## src/core/bcc_pkg.sv

```systemverilog
// Constants shared by the clock and calendar counter chain
//////////////////////////////////////////////////////////////////////////////
// Overview of operation
// [RULE_01] Seconds and minutes count BCD modulo sixty
// [RULE_02] Seconds write clears the sub-second divider
// [RULE_03] Hours count BCD modulo twenty-four
// [RULE_04] Written sixty seconds rolls to zero later
// [RULE_05] Counting halts while stop set, resumes instantly
// [RULE_06] Weekday is one-hot, rotates left, wraps
// [RULE_07] Weekday advances on hour carry, carries nothing
// [RULE_08] Host rewrites weekday after any date change
// [RULE_09] Host never writes more than one weekday bit
// [RULE_10] Weekday may stay uninitialised when unused
// [RULE_11] Month length from month and leap year
// [RULE_12] Month counts BCD modulo twelve on day carry
// [RULE_13] Year counts BCD from 00 to 99
// [RULE_14] Years divisible by four are leap years
// [RULE_15] Host corrects century years that are common
// [RULE_16] Host writes only valid BCD values
// [RULE_17] Day and month start at 01, year wraps
// [RULE_18] Second tick comes from binary divider stage
//////////////////////////////////////////////////////////////////////////////
package bcc_pkg;
   // Register indices; the bus address is the index itself
   localparam logic [3:0] ADDR_SECONDS = 4'h0;
   localparam logic [3:0] ADDR_MINUTES = 4'h1;
   localparam logic [3:0] ADDR_HOURS = 4'h2;
   localparam logic [3:0] ADDR_WEEKDAY = 4'h3;
   localparam logic [3:0] ADDR_DAY = 4'h4;
   localparam logic [3:0] ADDR_MONTH = 4'h5;
   localparam logic [3:0] ADDR_YEAR = 4'h6;
   localparam logic [3:0] ADDR_CONTROL = 4'h7;
   // Control register field
   localparam int CTRL_STOP_BIT = 0;
   localparam logic CTRL_STOP_RESET = 1'b1;
   // Reset values of the counters
   localparam logic [7:0] SEC_RESET = 8'h00;
   localparam logic [7:0] MIN_RESET = 8'h00;
   localparam logic [7:0] HOUR_RESET = 8'h00;
   localparam logic [7:0] WDAY_RESET = 8'h01;
   localparam logic [7:0] DAY_RESET = 8'h01;
   localparam logic [7:0] MONTH_RESET = 8'h01;
   localparam logic [7:0] YEAR_RESET = 8'h00;
   // Counting limits in BCD
   localparam logic [7:0] BCD_59 = 8'h59;
   localparam logic [7:0] BCD_60 = 8'h60;
   localparam logic [7:0] BCD_23 = 8'h23;
   localparam logic [7:0] BCD_12 = 8'h12;
   localparam logic [7:0] BCD_99 = 8'h99;
   localparam logic [7:0] BCD_01 = 8'h01;
   localparam logic [7:0] BCD_00 = 8'h00;
   localparam logic [7:0] DAYS_28 = 8'h28;
   localparam logic [7:0] DAYS_29 = 8'h29;
   localparam logic [7:0] DAYS_30 = 8'h30;
   localparam logic [7:0] DAYS_31 = 8'h31;
   localparam logic [7:0] MONTH_FEB = 8'h02;
   localparam logic [7:0] MONTH_APR = 8'h04;
   localparam logic [7:0] MONTH_JUN = 8'h06;
   localparam logic [7:0] MONTH_SEP = 8'h09;
   localparam logic [7:0] MONTH_NOV = 8'h11;
   // Weekday one-hot ends
   localparam logic [6:0] WDAY_FIRST = 7'h01;
   localparam logic [6:0] WDAY_LAST = 7'h40;
   // Sub-second divider: oscillator taps from 1024 Hz down to 1 Hz
   localparam int OSC_HZ = 1024;
   localparam int DIV_WIDTH = $clog2(OSC_HZ);
endpackage : bcc_pkg

```

## src/core/bcc_bcd_counter.sv

```systemverilog
// One BCD counter stage with a load port and a wrap value
`timescale 1ns/100ps
`default_nettype none
module bcc_bcd_counter (
   input wire logic clock_i,
   input wire logic rst_n_i,
   input wire logic [7:0] reset_value_i,
   input wire logic load_i,
   input wire logic [7:0] load_value_i,
   input wire logic inc_i,
   input wire logic [7:0] last_i,
   input wire logic [7:0] first_i,
   output logic [7:0] count_o,
   output logic carry_o
);
   logic [7:0] count_q;
   logic [7:0] count_d;
   logic [7:0] bumped;
   logic at_last;

   // BCD increment: low digit rolls at 9 into the high digit
   assign bumped = (count_q[3:0] == 4'h9) ? {count_q[7:4] + 4'h1, 4'h0}
                                          : {count_q[7:4], count_q[3:0] + 4'h1};
   // Anything at or past the last value wraps, so stray values recover
   assign at_last = (count_q >= last_i);
   assign carry_o = inc_i & at_last & ~load_i;
   assign count_d = load_i ? load_value_i :
                    inc_i ? (at_last ? first_i : bumped) : count_q;
   assign count_o = count_q;

   // Counter register
   always_ff @(posedge clock_i)
   begin
      if (!rst_n_i)
         count_q <= 8'h00;
      else
         count_q <= count_d;
   end
   // reset_value_i is applied by the parent via a load during reset release
   logic unused_reset;
   assign unused_reset = ^reset_value_i;
endmodule : bcc_bcd_counter
`default_nettype wire

```

## src/core/bcc_clock_calendar.sv

```systemverilog
// Clock and calendar counter chain with its register port
`timescale 1ns/100ps
`default_nettype none
module bcc_clock_calendar (
   input wire logic clock_i,
   input wire logic rst_n_i,
   input wire logic osc_tick_i,
   input wire logic [3:0] addr_i,
   input wire logic [7:0] wdata_i,
   input wire logic wr_i,
   input wire logic rd_i,
   output logic [7:0] rdata_o,
   output logic second_tick_o
);
   //////////////////////////////////////////////////////////////////////////
   // Write decode
   logic wr_sec;
   logic wr_min;
   logic wr_hour;
   logic wr_wday;
   logic wr_day;
   logic wr_month;
   logic wr_year;
   logic wr_ctrl;
   logic init_q;
   assign wr_sec = wr_i & (addr_i == bcc_pkg::ADDR_SECONDS);
   assign wr_min = wr_i & (addr_i == bcc_pkg::ADDR_MINUTES);
   assign wr_hour = wr_i & (addr_i == bcc_pkg::ADDR_HOURS);
   assign wr_wday = wr_i & (addr_i == bcc_pkg::ADDR_WEEKDAY);
   assign wr_day = wr_i & (addr_i == bcc_pkg::ADDR_DAY);
   assign wr_month = wr_i & (addr_i == bcc_pkg::ADDR_MONTH);
   assign wr_year = wr_i & (addr_i == bcc_pkg::ADDR_YEAR);
   assign wr_ctrl = wr_i & (addr_i == bcc_pkg::ADDR_CONTROL);

   // First cycle after reset loads each counter with its reset value
   always_ff @(posedge clock_i)
   begin
      if (!rst_n_i)
         init_q <= 1'b1;
      else
         init_q <= 1'b0;
   end

   //////////////////////////////////////////////////////////////////////////
   // Stop bit and sub-second divider
   logic stop_q;
   logic [bcc_pkg::DIV_WIDTH-1:0] div_q;
   logic div_wrap;
   logic sec_inc;

   always_ff @(posedge clock_i)
   begin
      if (!rst_n_i)
         stop_q <= bcc_pkg::CTRL_STOP_RESET;
      else if (wr_ctrl)
         stop_q <= wdata_i[bcc_pkg::CTRL_STOP_BIT];
   end

   // Final divider stage overflow is the one-second tick [RULE_18]
   assign div_wrap = osc_tick_i & (&div_q);
   // Nothing advances while stopped; release restarts from a cleared divider [RULE_05]
   // A seconds write wins over the tick, so no pulse is reported for it [RULE_02]
   assign sec_inc = div_wrap & ~stop_q & ~wr_sec;

   // Divider holds at zero while stopped so time restarts at the release [RULE_05]
   always_ff @(posedge clock_i)
   begin
      if (!rst_n_i)
         div_q <= '0;
      else if (wr_sec || stop_q) // [RULE_02]
         div_q <= '0;
      else if (osc_tick_i)
         div_q <= div_q + {{(bcc_pkg::DIV_WIDTH-1){1'b0}}, 1'b1};
   end

   //////////////////////////////////////////////////////////////////////////
   // Time counters
   logic [7:0] sec_count;
   logic [7:0] min_count;
   logic [7:0] hour_count;
   logic [7:0] day_count;
   logic [7:0] month_count;
   logic [7:0] year_count;
   logic sec_carry;
   logic min_carry;
   logic hour_carry;
   logic day_carry;
   logic month_carry;
   logic [7:0] sec_last;
   logic [7:0] day_last;
   logic leap_year;

   // A written 60 is one past the normal end and wraps to 00 next second [RULE_04]
   assign sec_last = (sec_count == bcc_pkg::BCD_60) ? bcc_pkg::BCD_60 : bcc_pkg::BCD_59;

   // Seconds: modulo sixty with carry into minutes [RULE_01]
   bcc_bcd_counter u_seconds (
      .clock_i(clock_i),
      .rst_n_i(rst_n_i),
      .reset_value_i(bcc_pkg::SEC_RESET),
      .load_i(wr_sec | init_q),
      .load_value_i(init_q ? bcc_pkg::SEC_RESET : wdata_i),
      .inc_i(sec_inc),
      .last_i(sec_last),
      .first_i(bcc_pkg::BCD_00),
      .count_o(sec_count),
      .carry_o(sec_carry)
   );

   // Minutes: modulo sixty with carry into hours [RULE_01]
   bcc_bcd_counter u_minutes (
      .clock_i(clock_i),
      .rst_n_i(rst_n_i),
      .reset_value_i(bcc_pkg::MIN_RESET),
      .load_i(wr_min | init_q),
      .load_value_i(init_q ? bcc_pkg::MIN_RESET : wdata_i),
      .inc_i(sec_carry),
      .last_i(bcc_pkg::BCD_59),
      .first_i(bcc_pkg::BCD_00),
      .count_o(min_count),
      .carry_o(min_carry)
   );

   // Hours: 24-hour format [RULE_03]
   bcc_bcd_counter u_hours (
      .clock_i(clock_i),
      .rst_n_i(rst_n_i),
      .reset_value_i(bcc_pkg::HOUR_RESET),
      .load_i(wr_hour | init_q),
      .load_value_i(init_q ? bcc_pkg::HOUR_RESET : wdata_i),
      .inc_i(min_carry),
      .last_i(bcc_pkg::BCD_23),
      .first_i(bcc_pkg::BCD_00),
      .count_o(hour_count),
      .carry_o(hour_carry)
   );

   //////////////////////////////////////////////////////////////////////////
   // Weekday rotator
   logic [7:0] weekday_onehot_q;
   logic [6:0] wday_next;
   // Rotate left within seven bits; 40h wraps to 01h [RULE_06]
   assign wday_next = (weekday_onehot_q[6:0] == bcc_pkg::WDAY_LAST) ? bcc_pkg::WDAY_FIRST
                                                                  : {weekday_onehot_q[5:0], 1'b0};

   // Stored as written; no validity check so an unused weekday is harmless [RULE_10]
   always_ff @(posedge clock_i)
   begin
      if (!rst_n_i || init_q)
         weekday_onehot_q <= bcc_pkg::WDAY_RESET;
      else if (wr_wday)
         weekday_onehot_q <= wdata_i;
      else if (hour_carry) // [RULE_07]
         weekday_onehot_q <= {weekday_onehot_q[7], wday_next};
   end

   //////////////////////////////////////////////////////////////////////////
   // Calendar
   // BCD year is a multiple of four when tens is even and units 0,4,8,
   // or tens odd and units 2,6 [RULE_14]
   assign leap_year = year_count[4] ? (year_count[3:0] == 4'h2 || year_count[3:0] == 4'h6)
                                    : (year_count[1:0] == 2'b00);

   // Month length table [RULE_11]
   assign day_last = (month_count == bcc_pkg::MONTH_FEB) ?
                        (leap_year ? bcc_pkg::DAYS_29 : bcc_pkg::DAYS_28) : // [RULE_14]
                     (month_count == bcc_pkg::MONTH_APR || month_count == bcc_pkg::MONTH_JUN ||
                      month_count == bcc_pkg::MONTH_SEP || month_count == bcc_pkg::MONTH_NOV) ?
                        bcc_pkg::DAYS_30 : bcc_pkg::DAYS_31;

   // Day of month advances on the hour carry, wraps to 01 [RULE_17]
   bcc_bcd_counter u_day (
      .clock_i(clock_i),
      .rst_n_i(rst_n_i),
      .reset_value_i(bcc_pkg::DAY_RESET),
      .load_i(wr_day | init_q),
      .load_value_i(init_q ? bcc_pkg::DAY_RESET : wdata_i),
      .inc_i(hour_carry),
      .last_i(day_last),
      .first_i(bcc_pkg::BCD_01),
      .count_o(day_count),
      .carry_o(day_carry)
   );

   // Month modulo twelve starting at 01 [RULE_12] [RULE_17]
   bcc_bcd_counter u_month (
      .clock_i(clock_i),
      .rst_n_i(rst_n_i),
      .reset_value_i(bcc_pkg::MONTH_RESET),
      .load_i(wr_month | init_q),
      .load_value_i(init_q ? bcc_pkg::MONTH_RESET : wdata_i),
      .inc_i(day_carry),
      .last_i(bcc_pkg::BCD_12),
      .first_i(bcc_pkg::BCD_01),
      .count_o(month_count),
      .carry_o(month_carry)
   );

   // Year 00 to 99; its carry goes nowhere [RULE_13] [RULE_17]
   bcc_bcd_counter u_year (
      .clock_i(clock_i),
      .rst_n_i(rst_n_i),
      .reset_value_i(bcc_pkg::YEAR_RESET),
      .load_i(wr_year | init_q),
      .load_value_i(init_q ? bcc_pkg::YEAR_RESET : wdata_i),
      .inc_i(month_carry),
      .last_i(bcc_pkg::BCD_99),
      .first_i(bcc_pkg::BCD_00),
      .count_o(year_count),
      .carry_o()
   );

   //////////////////////////////////////////////////////////////////////////
   // Read port: data one cycle after the strobe, zero for unmapped addresses
   logic [7:0] rd_mux;
   logic [7:0] rdata_q;
   logic second_q;
   assign rd_mux = (addr_i == bcc_pkg::ADDR_SECONDS) ? sec_count :
                   (addr_i == bcc_pkg::ADDR_MINUTES) ? min_count :
                   (addr_i == bcc_pkg::ADDR_HOURS) ? hour_count :
                   (addr_i == bcc_pkg::ADDR_WEEKDAY) ? weekday_onehot_q :
                   (addr_i == bcc_pkg::ADDR_DAY) ? day_count :
                   (addr_i == bcc_pkg::ADDR_MONTH) ? month_count :
                   (addr_i == bcc_pkg::ADDR_YEAR) ? year_count :
                   (addr_i == bcc_pkg::ADDR_CONTROL) ? {7'h00, stop_q} : 8'h00;

   // Read data register and a registered copy of the second tick
   always_ff @(posedge clock_i)
   begin
      if (!rst_n_i)
      begin
         rdata_q <= 8'h00;
         second_q <= 1'b0;
      end
      else
      begin
         rdata_q <= rd_i ? rd_mux : 8'h00;
         second_q <= sec_inc;
      end
   end
   assign rdata_o = rdata_q;
   assign second_tick_o = second_q;
endmodule : bcc_clock_calendar
`default_nettype wire

```

## config.mk

```make
export PLATFORM = sky130hd
export DESIGN_NAME = bcc_clock_calendar
export DESIGN_NICKNAME = d
export VERILOG_FILES = /design/src/core/bcc_pkg.sv /design/src/core/bcc_bcd_counter.sv /design/src/core/bcc_clock_calendar.sv
export SDC_FILE = /design/constraint.sdc
export NUM_CORES = 1
export LEC_CHECK = 0
export BUFFER_PORTS_ARGS = -buffer_cell sky130_fd_sc_hd__buf_2
export CAP_MARGIN = 5
export CORE_UTILIZATION = 35
export DETAILED_ROUTE_END_ITERATION = 16
export PLACE_DENSITY_LB_ADDON = 0.2
export SKIP_LAST_GASP = 1
export SYNTH_ARGS = -nofsm -noshare
export SYNTH_HDL_FRONTEND = slang
export SYNTH_HIERARCHICAL = 1
export SYNTH_SLANG_ARGS = --single-unit
export TNS_END_PERCENT = 30
```

## constraint.sdc

```tcl
create_clock -name clock_i -period 10.6 [get_ports clock_i]
set_clock_uncertainty 0.2 [all_clocks]
set_input_delay 0 -clock clock_i [delete_from_list [all_inputs] [get_ports clock_i]]
set_output_delay 0 -clock clock_i [all_outputs]
set_load 0.02 [all_outputs]
```

Yosys cells after proc, flatten, opt, wreduce, memory -nomap -nowiden
Index checks and enable logic that the tools add are counted.
{ "totals": {"reg_bits": 77, "in_bits": 17, "output_inout_bits": 9, "word_cells": 169} }
{ "classes": {"n_addsub": 13, "order_cmp": 6, "n_eq_ne": 22, "n_mux": 43, "bitwise_logic": 35, "n_reduce_logical": 31} }
{ "op_table": {"columns": ["op", "n"], "rows": [
  ["$mux W8", 34],
  ["$add A4 B1 Y4 const B", 12],
  ["$eq A4 B4 Y1 const B", 6],
  ["$and A1 B1 Y1", 21],
  ["$eq A4 B3 Y1 const B", 5],
  ["$reduce_bool A3 Y1", 6],
  ["$eq A8 B3 Y1 const B", 2],
  ["$mux W7", 2],
  ["$reduce_and A2 Y1", 7],
  ["$reduce_bool A2 Y1", 7],
  ["$eq A4 B2 Y1 const B", 3],
  ["$add A10 B1 Y10 const B", 1],
  ["$reduce_and A10 Y1", 1],
  ["$eq A8 B2 Y1 const B", 1],
  ["$eq A8 B4 Y1 const B", 1],
  ["$eq A8 B5 Y1 const B", 1],
  ["$eq A8 B7 Y1 const B", 1],
  ["$ge A8 B5 Y1 const B", 1],
  ["$ge A8 B6 Y1", 1],
  ["$ge A8 B6 Y1 const B", 1],
  ["$ge A8 B7 Y1", 1],
  ["$ge A8 B7 Y1 const B", 1],
  ["$ge A8 B8 Y1 const B", 1],
  ["$not A1 Y1", 8],
  ["other kinds (11)", 25]
]} }

Longest topological paths before layout
Gate-level depths: netlist of run 1.
{ "logic_depth": {"depth_word": 16, "ltp_mapped": 24, "mapped_depth_nobuf": 22} }

Modules after synthesis
Netlist of run 1, hierarchy kept.
{ "modules_own_cells": {"columns": ["mod", "n_inst", "cells_per_inst", "area_per_inst_um2", "seq_area_each_um2"], "rows": [
  ["bcc_bcd_counter", 6, 110, 860.8, 160.2],
  ["bcc_clock_calendar", 1, 236, 1914.3, 580.6]
]} }

Worst setup path after synthesis of run 1
OpenSTA, ideal clock, no wires.
{ "synth_timing": {"path_type": "flip-flop to flip-flop", "startpoint": "register u_seconds.count_q[1] (netlist: u_seconds/count_o[1])", "endpoint": "register u_year.count_q[7] (netlist: u_year/count_o[7])", "setup_time_ns": 0.073, "arrival_ns": 3.857, "required_time_ns": 10.327, "path_slack_ns": 6.469, "stages_incl_launch_ff": 22, "n_path_buf": 1, "cell_sequence": "dfxtp_1 > nor4_1 > nand4_1 > ha_1 > nor2b_1 > o21ai_1 > a31oi_4 > buf_6 > nor3_1 > inv_1 > nor3_1 > inv_1 > nor3_1 > inv_1 > nor3_1 > inv_1 > nor3_1 > inv_1 > nor2_2 > nand2_1 > o41a_1 > o211ai_2"} }
{ "synth_between": {"elab_chain_len": 15} }
{ "synth_lines": {"columns": ["element", "line", "source"], "rows": [
  ["start: declaration", "bcc_bcd_counter.sv:16", "logic [7:0] count_q;"],
  ["start signal: assignment", "bcc_bcd_counter.sv:37", "count_q <= count_d;"],
  ["$eq A8 B7 Y1", "bcc_clock_calendar.sv:94", "assign sec_last = (sec_count == bcc_pkg::BCD_60) ? bcc_pkg::BCD_60 : bcc_pkg::BCD_59;"],
  ["$mux W6", "bcc_clock_calendar.sv:94", null],
  ["net sec_last[0]", "bcc_clock_calendar.sv:89", "logic [7:0] sec_last;"],
  ["$ge A8 B7 Y1", "bcc_bcd_counter.sv:25", "assign at_last = (count_q >= last_i);"],
  ["$and A1 B1 Y1 (2 in a row)", "bcc_bcd_counter.sv:26", "assign carry_o = inc_i & at_last & ~load_i;"],
  ["net sec_carry", "bcc_clock_calendar.sv:84", "logic sec_carry;"],
  ["$and A1 B1 Y1 (2 in a row)", "bcc_bcd_counter.sv:26", null],
  ["net min_carry", "bcc_clock_calendar.sv:85", "logic min_carry;"],
  ["$and A1 B1 Y1 (2 in a row)", "bcc_bcd_counter.sv:26", null],
  ["net hour_carry", "bcc_clock_calendar.sv:86", "logic hour_carry;"],
  ["$and A1 B1 Y1 (2 in a row)", "bcc_bcd_counter.sv:26", null],
  ["net day_carry", "bcc_clock_calendar.sv:87", "logic day_carry;"],
  ["$and A1 B1 Y1 (2 in a row)", "bcc_bcd_counter.sv:26", null],
  ["net month_carry", "bcc_clock_calendar.sv:88", "logic month_carry;"],
  ["$reduce_bool A2 Y1 (no source line)", null, null],
  ["$reduce_and A2 Y1 (no source line)", null, null],
  ["end signal: assignment", "bcc_bcd_counter.sv:37", null],
  ["end: declaration", "bcc_bcd_counter.sv:16", null]
]} }
The timed path passes the listed nets, and every way through them passes these cells.
A chain may end at the register's enable or synchronous reset.

Worst setup path after layout of run 1
Same ends and word-level chain as after synthesis.

==> out/metrics.csv, run 1 <==
metric,value,unit
Sw Ratio,31.7,%
Pint,0.000551,W
Critical Path End Type,flop,
"slowest stage delay, CP",0.93,ns
TritonCTS clock tree,built,
Worst EP arrival,6.64,ns
clock share of power,40.8,%
Slew HR,24.1,%
clock-pin transition on the worst setup and hold timing paths,0.07,ns
combinational power share,19.2,%
Net Sw Power,0.000255,W
largest net degree at the start of global routing,53,
Nets,1070,
DRT antenna net count,0,
H-tree depth,3,
Routed wire per std cell,15.4,um
Max IR drop VDD,55.5,uV
TritonCTS buffer count,9,
Hold Crit Class,in2reg,
setup violators final,0,
drt pass-1 iters,5,
crit path max-delay cell type,nor3_1,
"commonest cells after routing, fill and taps aside","95 x conb_1, 88 x inv_1, 77 x dfxtp_1",
port bufs,25,
Most Frequent Cell on Critical Path,inv_1,
YS warnings,6,
mean post-synth cell area,7.90,um^2
antenna violations before repair,3,
Pleak,3.33,nW
Die W,144,um
DP Wirelength,14300,um
Tcrit/Tclk final,61.9,%
"Setup Fix Bufs, Post-CTS",0,
Critical R2R Launch,u_seconds/count_o[1],
status,completed,
Fmax,152,MHz
Die Ht,144,um
R2R Setup Slk,4.04,ns
Fillers,2145,
CTS max path bufs,2,
vias in the first global route,5949,
"commonest non-fill, non-tap cell in the layout",conb_1,
Flop pwr share,40.0,%
Final Hold Vio Count,0,
die area,20800,um^2
crit path to,u_year/count_o[7],
R2R depth,23,
Worst-Margin Slew,1.13,ns
initial core utilization,36.0,%
Reg2Reg Capture Point,u_year/count_o[7],
starting DRC count in detailed routing,569,
global-route wire length before repair,31600,um
Worst Setup Start Kind,flop,
row cnt,51,
number of vias per cell,5.23,
DRC Markers,0,
area of the core,19700,um^2
"Area growth, synth to finish",14.4,%
RSZ-0062 raised after global routing,no,
gpl congestion,0.829,
"Cell Area, Synth",7070,um^2
detailed-route via count,6632,
placed inst area,7660,um^2
Clock Sinks,77,
Max Transition Viols Final,0,
Post-Synthesis Cells,895,
Worst-Skew Late Latency,0.35,ns
CP Max Fanout,19,
Routed WL,19500,um
Max Cap Viol,0,
"critical path, cell by cell",nor4_1 -> nand4_1 -> ha_1 -> nor2b_1 -> o21ai_1 -> a31oi_4 -> nor3_1 -> inv_1 -> nor3_1 -> inv_1 -> nor3_2 -> buf_4 -> inv_1 -> nor3_1 -> buf_4 -> inv_1 -> nor3_1 -> buf_4 -> inv_1 -> nor2_2 -> nand2_1 -> o41a_1 -> o211ai_2,
power per cell area,99.7,nW/um^2
share of cells above drive strength 1,11.5,%
IO Pins,26,
critical path required time,10.68,ns
GR Util All Layers,19.8,%
Post-Layout Inst Area,8090,um^2
Root Buffer,clkbuf_16,
post-layout minimum cycle time,6.56,ns
GRT overflow,0,
final setup TNS,0,ns
Crit. Startpoint,u_seconds/count_o[1],
Crit Path Class,reg2reg,
registers in the layout (all words and copies together), names as in the netlist:
signal,count
div_q,10
init_q,1
rdata_o,8
second_tick_o,1
stop_q,1
u_day/count_o,8
u_hours/count_o,8
u_minutes/count_o,8
u_month/count_o,8
u_seconds/count_o,8
u_year/count_o,8
weekday_onehot_q,8
power groups by stage:
| stage | sequential, W | combinational [W] | clock, W |
|---|---|---|---|
| after global routing | 0.000325 | 0.000173 | 0.000348 |
| final | 0.000323 | 0.000155 | 0.000329 |
| after floorplan | 0.000319 | 0.000124 | 0 |
| after global placement | 0.000329 | 0.000149 | 0 |
| after CTS | 0.000322 | 0.000153 | 0.000339 |
| after detailed placement | 0.000329 | 0.000149 | 0 |
layer usage:
metal | share of wire (%) | global-route usage [%]
met4 | 0.91 | 5.04
met3 | 4.6 | 3.54
met5 | 0.10 | 0
met2 | 46 | 31.5
met1 | 48 | 27.3
critical path: cells and delay by family, from the launching register on:
family / cells / cell delay (ns)
AOI/OAI and AO/OA: 4 / 0.94
DFF: 1 / 0.41
and+or+nand+nor: 10 / 3.27
adders and majority gates: 1 / 0.35
buffers and inverters: 8 / 1.29
stage by stage:
stage	power [W]	utilization, %	cells	setup WS, ns	hold slack [ns]
floorplan	0.000442	-	988	6.49	-0.124
global placement	0.000478	39.0	1240	4.37	0.0515
detailed placement	0.000478	39.0	1240	4.13	0.0659
CTS	0.000814	41.2	1268	4.10	0.0362
global route	0.000846	41.2	1269	3.25	0.0545
finish	0.000806	41.2	1269	4.04	0.0617
how the worst min path moves through the flow:
stage / startpoint / endpoint / slack, ns / depth (start not counted)
after global placement: wdata_i[7] / weekday_onehot_q[7] / 0.05 / 3
after global routing: rst_n_i / init_q / 0.05 / 3
final: rst_n_i / init_q / 0.06 / 3
after floorplan: rst_n_i / init_q / -0.12 / 1
after detailed placement: wdata_i[7] / weekday_onehot_q[7] / 0.07 / 3
after CTS: rst_n_i / init_q / 0.04 / 3
area by class of cell:
cell class | instances | area, um^2 | share of cell area (%)
multi-input combinational | 780 | 5290 | 65.4
timing repair buffer | 42 | 283 | 3.49
antenna | 1 | 2.50 | 0.0309
inverter | 88 | 330 | 4.08
clock inverter | 6 | 71.3 | 0.881
tap | 265 | 332 | 4.10
sequential | 77 | 1540 | 19.1
clock buffer | 10 | 239 | 2.95
timing repair:
item | CTS | global route
gates resized for setup | 0 | 0
hold buffers | 12 | 0
hold endpoints to repair | 24 | 0
No activity file was read; power rests on OpenSTA's default activity.
==> inputs of run 2 (changes only) <==
- clock period: 10.6 -> 6.5 ns (I/O delays scaled with it)
==> run 2 against run 1 <==
- count of clock-buffer cells in the layout down 1
- wire length is 0.18% lower
- combinational power increased by 62%
- largest cell class unchanged
- largest power group unchanged
==> out/metrics.csv, run 2 (synthesized netlist as in run 1, its figures left out) <==
metric,value,unit,change
Pwr Total,0.00133,W,+65%
Final Hold Vio Count,0,,unchanged
Min Hold Slack,0.0479,ns,-0.0138 ns
CP Max Fanout,19,,unchanged
RSZ-0062 raised after global routing,no,,
max reg flops,10,,unchanged
Max Cap Viol,0,,unchanged
Pleak,3.34,nW,+0.39%
crit path max-delay cell type,dfxtp_1,,
port bufs,25,,unchanged
"Setup Fix Bufs, Post-CTS",0,,unchanged
share of cells above drive strength 1,11.6,%,+0.088 points
Biggest register,div_q,,
Max Transition Viols Final,0,,unchanged
row cnt,51,,unchanged
Worst EP arrival,5.39,ns,-1.25 ns
CTS max path bufs,2,,unchanged
area of the core,19700,um^2,unchanged
DRC Markers,0,,unchanged
Nets,1072,,+0.19%
IO Pins,26,,unchanged
largest net degree at the start of global routing,53,,unchanged
post-CTS resize count,0,,unchanged
drt pass-1 iters,5,,unchanged
initial core utilization,36.0,%,unchanged
Worst-Skew Late Latency,0.36,ns,about the same
"commonest non-fill, non-tap cell in the layout",conb_1,,
number of vias per cell,5.16,,-1.3%
GRT overflow,0,,unchanged
Critical Path End Type,flop,,
Hold Path Cell Cnt,3,,unchanged
status,completed,,
setup violators final,0,,unchanged
DRT antenna net count,0,,unchanged
setup ws final,1.20,ns,-2.84 ns
post-layout minimum cycle time,5.30,ns,-1.26 ns
GR Util All Layers,19.8,%,+0.050 points
DP Worst Slack,1.27,ns,-2.86 ns
critical path required time,6.58,ns,-4.10 ns
R2R depth,25,,+8.7%
"slowest stage delay, CP",0.42,ns,-0.51 ns
"Area growth, synth to finish",14.7,%,
H-tree depth,3,,unchanged
Crit. Startpoint,u_seconds/count_o[0],,
Die W,144,um,unchanged
Die Ht,144,um,unchanged
Tcrit/Tclk final,81.6,%,+20 points
detailed-route via count,6558,,-1.1%
DP Wirelength,14200,um,-0.74%
gpl congestion,0.839,,+1.2%
die area,20800,um^2,unchanged
antenna violations before repair,3,,unchanged
TritonCTS clock tree,built,,
fin util,41.3,%,+0.11 points
Routed wire per std cell,15.3,um,-0.34%
vias in the first global route,6005,,+0.94%
"commonest cells after routing, fill and taps aside","95 x conb_1, 88 x inv_1, 77 x dfxtp_1",,
Fmax,189,MHz,+24%
Worst-Margin Slew,1.12,ns,-0.00649 ns
Reg2Reg Capture Point,u_year/count_o[7],,
Crit Path Class,reg2reg,,
Hold Crit Class,in2reg,,
Hold Buf Count CTS,12,,unchanged
clock-pin transition on the worst setup and hold timing paths,0.07,ns,about the same
Slew HR,25.0,%,+0.86 points
Worst Setup Start Kind,flop,,
R2R Setup Slk,1.20,ns,-2.84 ns
crit path to,u_year/count_o[7],,
global-route wire length before repair,31900,um,+0.79%
final setup TNS,0,ns,unchanged
Clock Sinks,77,,unchanged
power per cell area,164,nW/um^2,+64%
Critical R2R Launch,u_seconds/count_o[0],,
starting DRC count in detailed routing,491,,-14%
Routed WL,19500,um,-0.18%
Root Buffer,clkbuf_16,,
TritonCTS buffer count,9,,unchanged
Max IR drop VDD,120,uV,+120%
-- run 2: changes by cell type in the layout (fill, tap and decap cells not counted) --
| cell | change |
|---|---|
| buf_4 | +2 |
| bufinv_16 | +1 |
| clkbuf_8 | -1 |
| clkinv_2 | +1 |
| clkinv_4 | -1 |
| diode_2 | +1 |
| inv_6 | -1 |
-- run 2: power by group --
part / total, W / switching (W) / internal (W)
registers: 0.000527 / 0.0000372 / 0.000489
clock network: 0.000552 / 0.000218 / 0.000334
logic: 0.000251 / 0.000153 / 0.0000983
-- run 2: worst max-delay path, delay by kind of cell, from the launching register on --
kind / cells / cell delay, ns
flip-flops: 1 / 0.42
AO/OA/AOI/OAI: 4 / 0.94
adder cells (fa/ha/maj): 1 / 0.34
AND/OR/NAND/NOR: 10 / 1.82
buffers and inverters: 10 / 1.48
-- run 2: layout make-up --
type	instances	area, um^2
Antenna cell	2	5.00
Clock buffer	9	225
Clock inverter	6	88.8
Fill cell	2114	11500
Inverter	88	330
Multi-Input combinational cell	780	5290
Sequential cell	77	1540
Tap cell	265	332
Timing Repair Buffer	44	298
-- run 2: worst min-delay path by stage --
stage | startpoint | endpoint | slack (ns)
after floorplan | rst_n_i | init_q | -0.12
after global placement | wdata_i[7] | weekday_onehot_q[7] | 0.06
after detailed placement | wdata_i[7] | weekday_onehot_q[7] | 0.07
after CTS | rst_n_i | init_q | 0.03
after global routing | rst_n_i | init_q | 0.1
final | rst_n_i | init_q | 0.05
-- run 2: through the flow --
stage / instance area [um^2] / std cells
2_1_floorplan: 7420 / 988
3_3_place_gp: 7670 / 1242
3_5_place_dp: 7670 / 1242
4_1_cts: 8110 / 1269
5_1_grt: 8110 / 1271
6_report: 8110 / 1271
-- run 2: routing by layer --
layer	wire length [um]	vias to the layer above	global-route usage, %	share of wire (%)
met2	8660	124	31.0	44
met4	238	2	6.09	1.2
met3	822	22	2.88	4.2
met5	10	-	0	0.051
met1	9730	3014	27.8	50
li1	-	3396	-	-
